$ cat config.mk
export PLATFORM = sky130hd
export DESIGN_NAME = dcc_channel
export DESIGN_NICKNAME = d
export VERILOG_FILES = /design/src/common/dcc_pkg.sv /design/src/hw/dcc_channel.sv /design/src/hw/dcc_buf2.sv
export SDC_FILE = /design/constraint.sdc
export NUM_CORES = 1
export LEC_CHECK = 0
export BUFFER_PORTS_ARGS = -buffer_cell sky130_fd_sc_hd__buf_2
export CORE_ASPECT_RATIO = 1.1
export CORE_MARGIN = 2
export CORE_UTILIZATION = 40
export DETAILED_ROUTE_END_ITERATION = 6
export RECOVER_POWER = 25
export SLEW_MARGIN = 10
export SYNTH_ARGS = -nofsm -noshare
export SYNTH_HDL_FRONTEND = slang
export SYNTH_SLANG_ARGS = --single-unit
$ cat constraint.sdc
create_clock -name core_clk -period 5.59 [get_ports core_clk]
set_input_delay 1.118 -clock core_clk [delete_from_list [all_inputs] [get_ports core_clk]]
set_output_delay 1.118 -clock core_clk [all_outputs]
set_load 0.01 [all_outputs]
$ cat src/common/dcc_pkg.sv
// constants shared by the dma channel control block
package dcc_pkg;
  // register indices; the byte address on the bus is the index times four
  localparam logic [7:0] CTRL_A_IDX     = 8'h27;  // channel_control_a
  localparam logic [7:0] COUNT_IDX      = 8'h28;  // transfer count / reload
  localparam logic [7:0] STATUS_IDX     = 8'h29;  // channel state, read only
  localparam logic [7:0] ADDR_IDX       = 8'h2A;  // memory_addr_reg
  localparam logic [7:0] CTRL_A_RESET   = 8'h00;  // channel_control_a after reset
  localparam logic [7:0] COUNT_RESET    = 8'h00;  // count after reset
  localparam logic [15:0] ADDR_RESET    = 16'h0000; // address after reset
  // field positions in channel_control_a
  localparam int XFER_EN_BIT   = 7;  // channel_xfer_enable
  localparam int SIZE_BIT      = 6;  // xfer_size_sel, 1 = word
  localparam int DIR_BIT       = 5;  // addr_step_dir, 1 = decrement
  localparam int REPEAT_BIT    = 4;  // repeat_sel
  localparam int IRQ_EN_BIT    = 3;  // xfer_end_irq_en
  localparam int SRC_MSB       = 2;  // activation_src_bit2
  localparam int SRC_LSB       = 0;  // activation_src_bit0
  // activation source codes
  localparam logic [2:0] SRC_TMR0     = 3'h0;
  localparam logic [2:0] SRC_TMR1     = 3'h1;
  localparam logic [2:0] SRC_TMR2     = 3'h2;
  localparam logic [2:0] SRC_TMR3     = 3'h3;
  localparam logic [2:0] SRC_SER_TX   = 3'h4;
  localparam logic [2:0] SRC_SER_RX   = 3'h5;
  localparam logic [1:0] FULL_ADDR_HI = 2'h3;  // upper two select bits for full mode
endpackage : dcc_pkg

$ cat src/hw/dcc_channel.sv
// one dma channel in short address mode with its control register
`timescale 1ns/10ps
// Contract
// RULE1: enable one: take selected requests, move data
// RULE2: enable zero: no transfers, requests ignored
// RULE3: end interrupt only while interrupt enable set
// RULE4: upper select bits both one: full address mode
// RULE5: codes pick timer A events, serial tx/rx
module dcc_channel #(
  parameter int DATA_W = 16  // data word width
) (
  input  wire logic              core_clk,          // 40 MHz system clock
  input  wire logic              rst_n,             // synchronous reset, active low
  input  wire logic [7:0]        avs_address,       // byte address
  input  wire logic              avs_read,          // read request
  input  wire logic              avs_write,         // write request
  input  wire logic [31:0]       avs_writedata,     // write data
  input  wire logic [3:0]        avs_byteenable,    // byte lanes
  output logic      [31:0]       avs_readdata,      // read data
  output logic                   avs_waitrequest,   // stall
  input  wire logic [3:0]        timer_unit_evt,    // timer compare/capture A pulses
  input  wire logic              ser_tx_empty_evt,  // serial port zero tx empty pulse
  input  wire logic              ser_rx_full_evt,   // serial port zero rx full pulse
  input  wire logic              src_valid,         // source word present
  input  wire logic [DATA_W-1:0] src_data,          // source word
  output logic                   src_ack,           // source word consumed
  output logic                   dst_valid,         // word for memory side
  input  wire logic              dst_ready,         // memory side takes word
  output logic [DATA_W-1:0]      dst_data,          // data to write
  output logic [15:0]            dst_addr,          // memory address of word
  output logic                   xfer_end_irq,      // transfer end interrupt request
  output logic                   full_addr_mode     // channel handed to full mode
);
  localparam int BW = DATA_W + 16;  // buffered word: address and data

  logic [7:0]    ctrl;              // channel_control_a
  logic [7:0]    count;             // transfers left
  logic [7:0]    reload;            // count reloaded in repeat mode with the interrupt enable clear
  logic [15:0]   addr;              // memory_addr_reg
  logic          pend;              // activation waiting for data
  logic          end_flag;          // count ran out
  logic          irq_q;             // registered interrupt
  logic          full_q;            // registered full mode flag
  logic          ack_q;             // registered source acknowledge
  logic          waitreq;           // registered waitrequest
  logic [31:0]   rdata;             // registered read data
  logic [7:0]    next_ctrl;
  logic [7:0]    next_count;
  logic [7:0]    next_reload;
  logic [15:0]   next_addr;
  logic          next_pend;
  logic          next_end_flag;
  logic          next_irq;
  logic          next_full;
  logic          next_ack;
  logic          next_waitreq;
  logic [31:0]   next_rdata;
  logic          sel_evt;           // event of the chosen source
  logic          full_sel;          // select code names full mode
  logic          take;              // one transfer happens this cycle
  logic          wr_hit;            // write completes this cycle
  logic          buf_in_ready;      // buffer has room
  logic [BW-1:0] buf_out;           // buffered address and data
  logic [15:0]   step;              // address step per transfer
  logic [DATA_W-1:0] moved;         // data after size masking

  // pick the event that the select code names
  function automatic logic pick_event(input logic [2:0] code, input logic [3:0] tmr,
                                      input logic tx, input logic rx);
    logic r;
    r = 1'b0;
    unique case (code)
      dcc_pkg::SRC_TMR0:   r = tmr[0];   // [RULE5]
      dcc_pkg::SRC_TMR1:   r = tmr[1];   // [RULE5]
      dcc_pkg::SRC_TMR2:   r = tmr[2];   // [RULE5]
      dcc_pkg::SRC_TMR3:   r = tmr[3];   // [RULE5]
      dcc_pkg::SRC_SER_TX: r = tx;       // [RULE5]
      dcc_pkg::SRC_SER_RX: r = rx;       // [RULE5]
      default:             r = 1'b0;     // full mode codes take no short requests
    endcase
    return r;
  endfunction : pick_event

  // register index from byte address; off-word addresses map nowhere
  function automatic logic reg_is(input logic [7:0] a, input logic [7:0] idx);
    return (a[1:0] == 2'h0) && ({2'h0, a[7:2]} == idx);
  endfunction : reg_is

  // two-entry buffer between the source and the memory side
  dcc_buf2 #(
    .WIDTH (BW)
  ) u_buf (
    .core_clk  (core_clk),
    .rst_n     (rst_n),
    .in_valid  (take),
    .in_ready  (buf_in_ready),
    .in_data   ({addr, moved}),
    .out_valid (dst_valid),
    .out_ready (dst_ready),
    .out_data  (buf_out)
  );

  assign dst_addr = buf_out[BW-1:DATA_W];
  assign dst_data = buf_out[DATA_W-1:0];

  // channel decode: source select, full mode and the transfer strobe
  always_comb begin
    full_sel = (ctrl[dcc_pkg::SRC_MSB:dcc_pkg::SRC_MSB-1] == dcc_pkg::FULL_ADDR_HI); // [RULE4]
    sel_evt  = pick_event(ctrl[dcc_pkg::SRC_MSB:dcc_pkg::SRC_LSB], timer_unit_evt,
                          ser_tx_empty_evt, ser_rx_full_evt);
    // a transfer needs enable, short mode, a pending request, data and room
    take     = ctrl[dcc_pkg::XFER_EN_BIT] && !full_sel && pend
               && src_valid && buf_in_ready;                                  // [RULE1] [RULE2]
    // byte size passes only the low byte; the buffer stalls the channel when full
    moved    = ctrl[dcc_pkg::SIZE_BIT] ? src_data : {{(DATA_W-8){1'b0}}, src_data[7:0]};
    step     = ctrl[dcc_pkg::SIZE_BIT] ? 16'h0002 : 16'h0001;
    wr_hit   = avs_write && !waitreq;
  end

  // next state of the channel and its registers
  always_comb begin
    next_ctrl     = ctrl;
    next_count    = count;
    next_reload   = reload;
    next_addr     = addr;
    next_end_flag = end_flag;
    // requests only latch while enabled; a request in the cycle of a take wins
    next_pend = (pend && !take) || (sel_evt && ctrl[dcc_pkg::XFER_EN_BIT] && !full_sel); // [RULE1]
    if (!ctrl[dcc_pkg::XFER_EN_BIT]) begin
      next_pend = 1'b0;                                    // [RULE2]
    end
    if (take) begin
      next_addr = ctrl[dcc_pkg::DIR_BIT] ? addr - step : addr + step;
      if (count == 8'h01 || count == 8'h00) begin
        // last transfer: repeat with the interrupt enable clear reloads and runs on, else the channel stops
        next_end_flag = 1'b1;
        if (ctrl[dcc_pkg::REPEAT_BIT] && !ctrl[dcc_pkg::IRQ_EN_BIT]) begin
          next_count = reload;
        end else begin
          next_count = 8'h00;
          next_ctrl[dcc_pkg::XFER_EN_BIT] = 1'b0;
        end
      end else begin
        next_count = count - 8'h01;
      end
    end
    // software writes; a fresh enable clears the finished flag
    if (wr_hit && avs_byteenable[0]) begin
      if (reg_is(avs_address, dcc_pkg::CTRL_A_IDX)) begin
        next_ctrl = avs_writedata[7:0];
        // a count end in the same cycle keeps the flag: the hardware set wins
        if (avs_writedata[dcc_pkg::XFER_EN_BIT] && !(take && count <= 8'h01)) begin
          next_end_flag = 1'b0;
        end
      end
      if (reg_is(avs_address, dcc_pkg::COUNT_IDX)) begin
        next_count  = avs_writedata[7:0];
        next_reload = avs_writedata[7:0];
      end
      if (reg_is(avs_address, dcc_pkg::ADDR_IDX)) begin
        next_addr[7:0] = avs_writedata[7:0];
      end
    end
    if (wr_hit && avs_byteenable[1] && reg_is(avs_address, dcc_pkg::ADDR_IDX)) begin
      next_addr[15:8] = avs_writedata[15:8];
    end
    next_irq  = next_end_flag && next_ctrl[dcc_pkg::IRQ_EN_BIT];  // [RULE3]
    next_full = (next_ctrl[dcc_pkg::SRC_MSB:dcc_pkg::SRC_MSB-1]
                 == dcc_pkg::FULL_ADDR_HI);                       // [RULE4]
    next_ack  = take;
  end

  // bus answer: one wait cycle, then the request completes
  always_comb begin
    next_waitreq = !((avs_read || avs_write) && waitreq);
    next_rdata   = rdata;
    if (avs_read && waitreq) begin
      next_rdata = 32'h0000_0000;   // unmapped addresses read zero
      if (reg_is(avs_address, dcc_pkg::CTRL_A_IDX)) begin
        next_rdata = {24'h00_0000, ctrl};
      end else if (reg_is(avs_address, dcc_pkg::COUNT_IDX)) begin
        next_rdata = {16'h0000, reload, count};
      end else if (reg_is(avs_address, dcc_pkg::STATUS_IDX)) begin
        next_rdata = {28'h000_0000, dst_valid, full_sel, end_flag, pend};
      end else if (reg_is(avs_address, dcc_pkg::ADDR_IDX)) begin
        next_rdata = {16'h0000, addr};
      end
    end
  end

  // registers only
  always_ff @(posedge core_clk) begin
    if (!rst_n) begin
      ctrl     <= dcc_pkg::CTRL_A_RESET;
      count    <= dcc_pkg::COUNT_RESET;
      reload   <= dcc_pkg::COUNT_RESET;
      addr     <= dcc_pkg::ADDR_RESET;
      pend     <= 1'b0;
      end_flag <= 1'b0;
      irq_q    <= 1'b0;
      full_q   <= 1'b0;
      ack_q    <= 1'b0;
      waitreq  <= 1'b1;
      rdata    <= 32'h0000_0000;
    end else begin
      ctrl     <= next_ctrl;
      count    <= next_count;
      reload   <= next_reload;
      addr     <= next_addr;
      pend     <= next_pend;
      end_flag <= next_end_flag;
      irq_q    <= next_irq;
      full_q   <= next_full;
      ack_q    <= next_ack;
      waitreq  <= next_waitreq;
      rdata    <= next_rdata;
    end
  end

  assign avs_readdata    = rdata;
  assign avs_waitrequest = waitreq;
  assign xfer_end_irq    = irq_q;
  assign full_addr_mode  = full_q;
  // src_ack comes a cycle after the take; hazard: the source must not advance on its own
  assign src_ack         = ack_q;
endmodule : dcc_channel

$ cat src/hw/dcc_buf2.sv
// two-entry buffer with valid and ready on both sides
`timescale 1ns/10ps
module dcc_buf2 #(
  parameter int WIDTH = 32  // word width
) (
  input  wire logic             core_clk,   // system clock
  input  wire logic             rst_n,      // synchronous reset, active low
  input  wire logic             in_valid,   // word offered
  output logic                  in_ready,   // room for a word
  input  wire logic [WIDTH-1:0] in_data,    // word in
  output logic                  out_valid,  // word available
  input  wire logic             out_ready,  // receiver takes word
  output logic      [WIDTH-1:0] out_data    // word out
);
  logic [WIDTH-1:0] mem [2];          // storage for the two entries
  logic             wptr;             // next slot to fill
  logic             rptr;             // oldest slot
  logic [1:0]       fill;             // entries held
  logic             next_wptr;
  logic             next_rptr;
  logic [1:0]       next_fill;
  logic             push;
  logic             pop;

  // pointer and fill bookkeeping; full and empty follow the real count
  always_comb begin
    push      = in_valid && (fill != 2'h2);
    pop       = out_valid && out_ready;
    next_wptr = push ? ~wptr : wptr;
    next_rptr = pop ? ~rptr : rptr;
    next_fill = fill + {1'b0, push} - {1'b0, pop};
  end

  // registers only; storage written on push
  always_ff @(posedge core_clk) begin
    if (!rst_n) begin
      wptr <= 1'b0;
      rptr <= 1'b0;
      fill <= 2'h0;
    end else begin
      wptr <= next_wptr;
      rptr <= next_rptr;
      fill <= next_fill;
    end
    if (push) begin
      mem[wptr] <= in_data;
    end
  end

  assign in_ready  = (fill != 2'h2);  // stalls the source once both slots hold data
  assign out_valid = (fill != 2'h0);
  assign out_data  = mem[rptr];
endmodule : dcc_buf2

==> impl_metrics.py <==
metrics = {
    "floorplanning": {
        "std_cell_rows": 49,
        "die_y_um": 138,
        "fp.dieArea_um2": 17400,
        "floorplan.initialDensity_pct": 40.5,
        "fp.dieW_um": 126,
        "coreArea_um2": 16200,
        "top_level_ports": 141,
    },
    "logic_synthesis": {
        "yosys_register_bits": 131,
        "post_synth_edffs": 64,
        "synth_area_leaders": "edfxtp_1 (29%), dfxtp_1 (20%), mux2_2 (5.7%)",
        "synth_async_sr_flop_share_pct": 0,
        "synth_compound_gate_area_share_pct": 15.9,
        "yosys.area.top_type": "edfxtp_1",
        "synth.top_cell.area_share_pct": 29.3,
        "main_combinational_cell_family_by_area_after_synthesis": "compound AO/OA/AOI/OAI gates",
        "synth.area.mux_share_pct": 7.55,
        "syn_inst": 609,
        "synth_simple_gate_area_share_pct": 15.6,
        "synth_ff_type": "dfxtp_1",
        "post_synth_xor_area_fraction_pct": 2.01,
        "post_synth_fa_ha_maj_area_fraction_pct": 3.94,
        "yosysSeqAreaShare_pct": 49.8,
        "syn-mean-instance-area_um2": 10.8,
        "synth-warning-count": 0,
        "unique_masters_post_synth": 71,
        "post_synthesis_instance_area_um2": 6550,
    },
    "worst_setup_path": {
        "cp_slowest_cell": "dfxtp_1",
        "cp-start-kind": "register",
        "critPathArrivalTime_ps": 3380,
        "cp_max_fo": 17,
        "crit_chain": "nand2_1, inv_1, ha_1, nor2b_1, o2111ai_1, a21oi_1, o211ai_1, mux2_2, a221oi_1",
        "worst_path_dominant_cell_family": "compound AO/OA/AOI/OAI gates",
        "timing.critical_path.required_ps": 5910,
        "cp_num_buf_inv": 1,
        "timing.critical_path.to_type": "register",
        "slowest_delay_ps": 810,
        "critPathKind": "reg2reg",
    },
    "timing": {
        "achievable-frequency_mhz": 327,
        "timing.final.ws_setup_ps": 2530,
        "setup_viol": 0,
        "final.setup.tns_ps": 0,
        "maxSlewViolCount": 0,
        "final.min_clock_period_ps": 3060,
        "worstMarginPinSlew_ps": 875,
        "post-route-period-util_pct": 54.7,
        "slew_headroom_pct": 41.4,
        "rsz0062_at_grt": "no",
        "timing.clock.skew_ps": 7.68,
        "final-hold-violation-count": 0,
    },
    "clocking": {
        "cts_tree": "yes",
        "cts.reportedPaths.clkPinSlew_ps": 60,
        "cts_buffers": 17,
        "cts_max_level": 4,
        "cts.repair_timing.setup_buffer_count": 0,
        "cts.sinks": 131,
        "insertion_delay_ps": 410,
        "buffer_depth_of_the_longest_clock_path": 2,
        "postCtsResizedCells": 0,
        "cts-root-buf": "clkbuf_16",
        "ctsHoldBuffers": 0,
    },
    "route": {
        "drt_iter0_drc": 259,
        "firstDrtPassIters": 5,
        "ant_nets": 0,
        "vias_per_cell": 5.31,
        "drt_wl_total_um": 15600,
        "drt-wirelength-per-cell_um": 16.9,
        "final_routed_drc_violation_total": 0,
        "vias": 4900,
    },
    "global_route": {
        "grt_antenna_before_repair": 0,
        "grt_usage_pct": 18.2,
        "grt_start_max_net_pins": 45,
        "grt_pass1_vias": 4835,
        "grt_overflow_total": 0,
        "grt_pass1_wl_um": 25200,
    },
    "pwr": {
        "power.switching_fraction_pct": 20.6,
        "power.clock.fraction_pct": 50.4,
        "power_frac_comb_pct": 6.0,
        "power_density_normalized_to_cell_area_nw_per_um2": 300,
        "total_leakage_power_uw": 0.00334,
        "fraction_of_power_consumed_by_sequential_logic_pct": 43.6,
        "ir_worst_vdd_v": 0.000196,
        "switchingPower_uw": 480,
        "power.total_uw": 2330,
        "internal_power_uw": 1850,
    },
    "layout": {
        "final_common_cell": "buf_2",
        "final_layout_size_suffix_gt1_share_pct": 26.4,
        "area_growth_syn_to_layout_pct": 18.7,
        "antenna_cells": 0,
        "finalNetCount": 798,
        "most-common-layout-cells": "buf_2 (100), nand2_1 (72), dfxtp_1 (67)",
    },
    "placement": {
        "hpwl_um": 11300,
        "dp_slack_ps": 2200,
        "place.port_buffers": 106,
        "gp_routability_congestion": 0.872,
    },
    "job": {
        "max-cap-violations": 0,
    },
    "min_path": {
        "min_delay_worst_type": "reg2reg",
    },
    "status": {
        "outcome": "completed",
    },
}
path summary, 6_finish.rpt:
check             startpoint               to  slack [ps]  cells past startpoint
max                  ctrl[5]          addr[9]        2530                      9
min          avs_waitrequest  avs_waitrequest         460                      1
max reg2reg          ctrl[5]          addr[9]        2530                      9
min reg2reg  avs_waitrequest  avs_waitrequest         460                      1
registers in the layout, summed over array words and instances, names as in the netlist, named ones only:
name,cells
reload,8
u_buf.fill,2
xfer_end_irq,1
full_addr_mode,1
end_flag,1
u_buf.mem,64
src_ack,1
count,8
ctrl,8
avs_readdata,16
addr,16
avs_waitrequest,1
u_buf.wptr,1
pend,1
u_buf.rptr,1
kinds of logic after synthesis:
kind of cell / Yosys count
buffers and inverters: 63
xor gates and xnor gates: 15
and+or+nand+nor: 193
muxes: 44
adders and majority gates: 20
other: 1
AOI/OAI and AO/OA: 142
DFF: 131
through the flow:
stage               hold WS, ps  util [%]  cells  cell area (um^2)
floorplan                   437         -    624              6610
global placement            433      44.2    891              7160
detailed placement          452      44.2    891              7160
CTS                         466      48.1    923              7780
global route                493      48.0    923              7770
finish                      463      48.0    923              7770
synth_stat cells, types with 2 or more instances:
master,instances
nor3_1,6
xnor2_1,7
nand2b_1,2
and3_1,4
and2_1,25
a31oi_1,9
o211a_1,7
ha_1,19
a21oi_1,12
o21ai_0,23
o22ai_1,4
o41ai_1,2
a211oi_1,3
xor2_1,8
o211ai_1,13
a22oi_1,8
nand3_1,23
buf_1,3
edfxtp_1,64
mux2_2,33
o21ai_1,4
a221oi_1,6
nand2_1,72
and3b_1,4
nand2_2,4
or3_1,2
inv_1,13
a21o_1,4
a222oi_1,4
nor2b_1,11
o2bb2ai_1,3
o21a_1,6
o31ai_1,2
clkbuf_1,21
nor3b_1,9
a21boi_0,7
buf_2,6
mux2i_1,10
a21oi_2,2
a21boi_2,6
buf_4,18
dfxtp_1,67
nor2_1,20
a21boi_1,6
per-layer routing:
| layer | share of wire [%] | track usage, % |
|---|---|---|
| met1 | 44 | 22.8 |
| met2 | 51 | 31.6 |
| met3 | 4.4 | 3.99 |
| met4 | 0.95 | 5.44 |
| met5 | 0 | 0 |
power groups by stage:
stage	logic [uW]	registers, uW	clock network, uW
after detailed placement	141	1040	0
final	140	1020	1170
after global routing	154	1020	1240
after global placement	138	1030	0
after CTS	142	1020	1190
after floorplan	94.6	1040	0
final cells by class:
type	instances	area, um^2
Clock buffer	17	425
Clock inverter	15	194
Fill cell	1533	8410
Inverter	13	48.8
Multi-Input combinational cell	430	3010
Sequential cell	131	3260
Tap cell	204	255
Timing Repair Buffer	113	576
No activity file was read; power rests on OpenSTA's default activity.
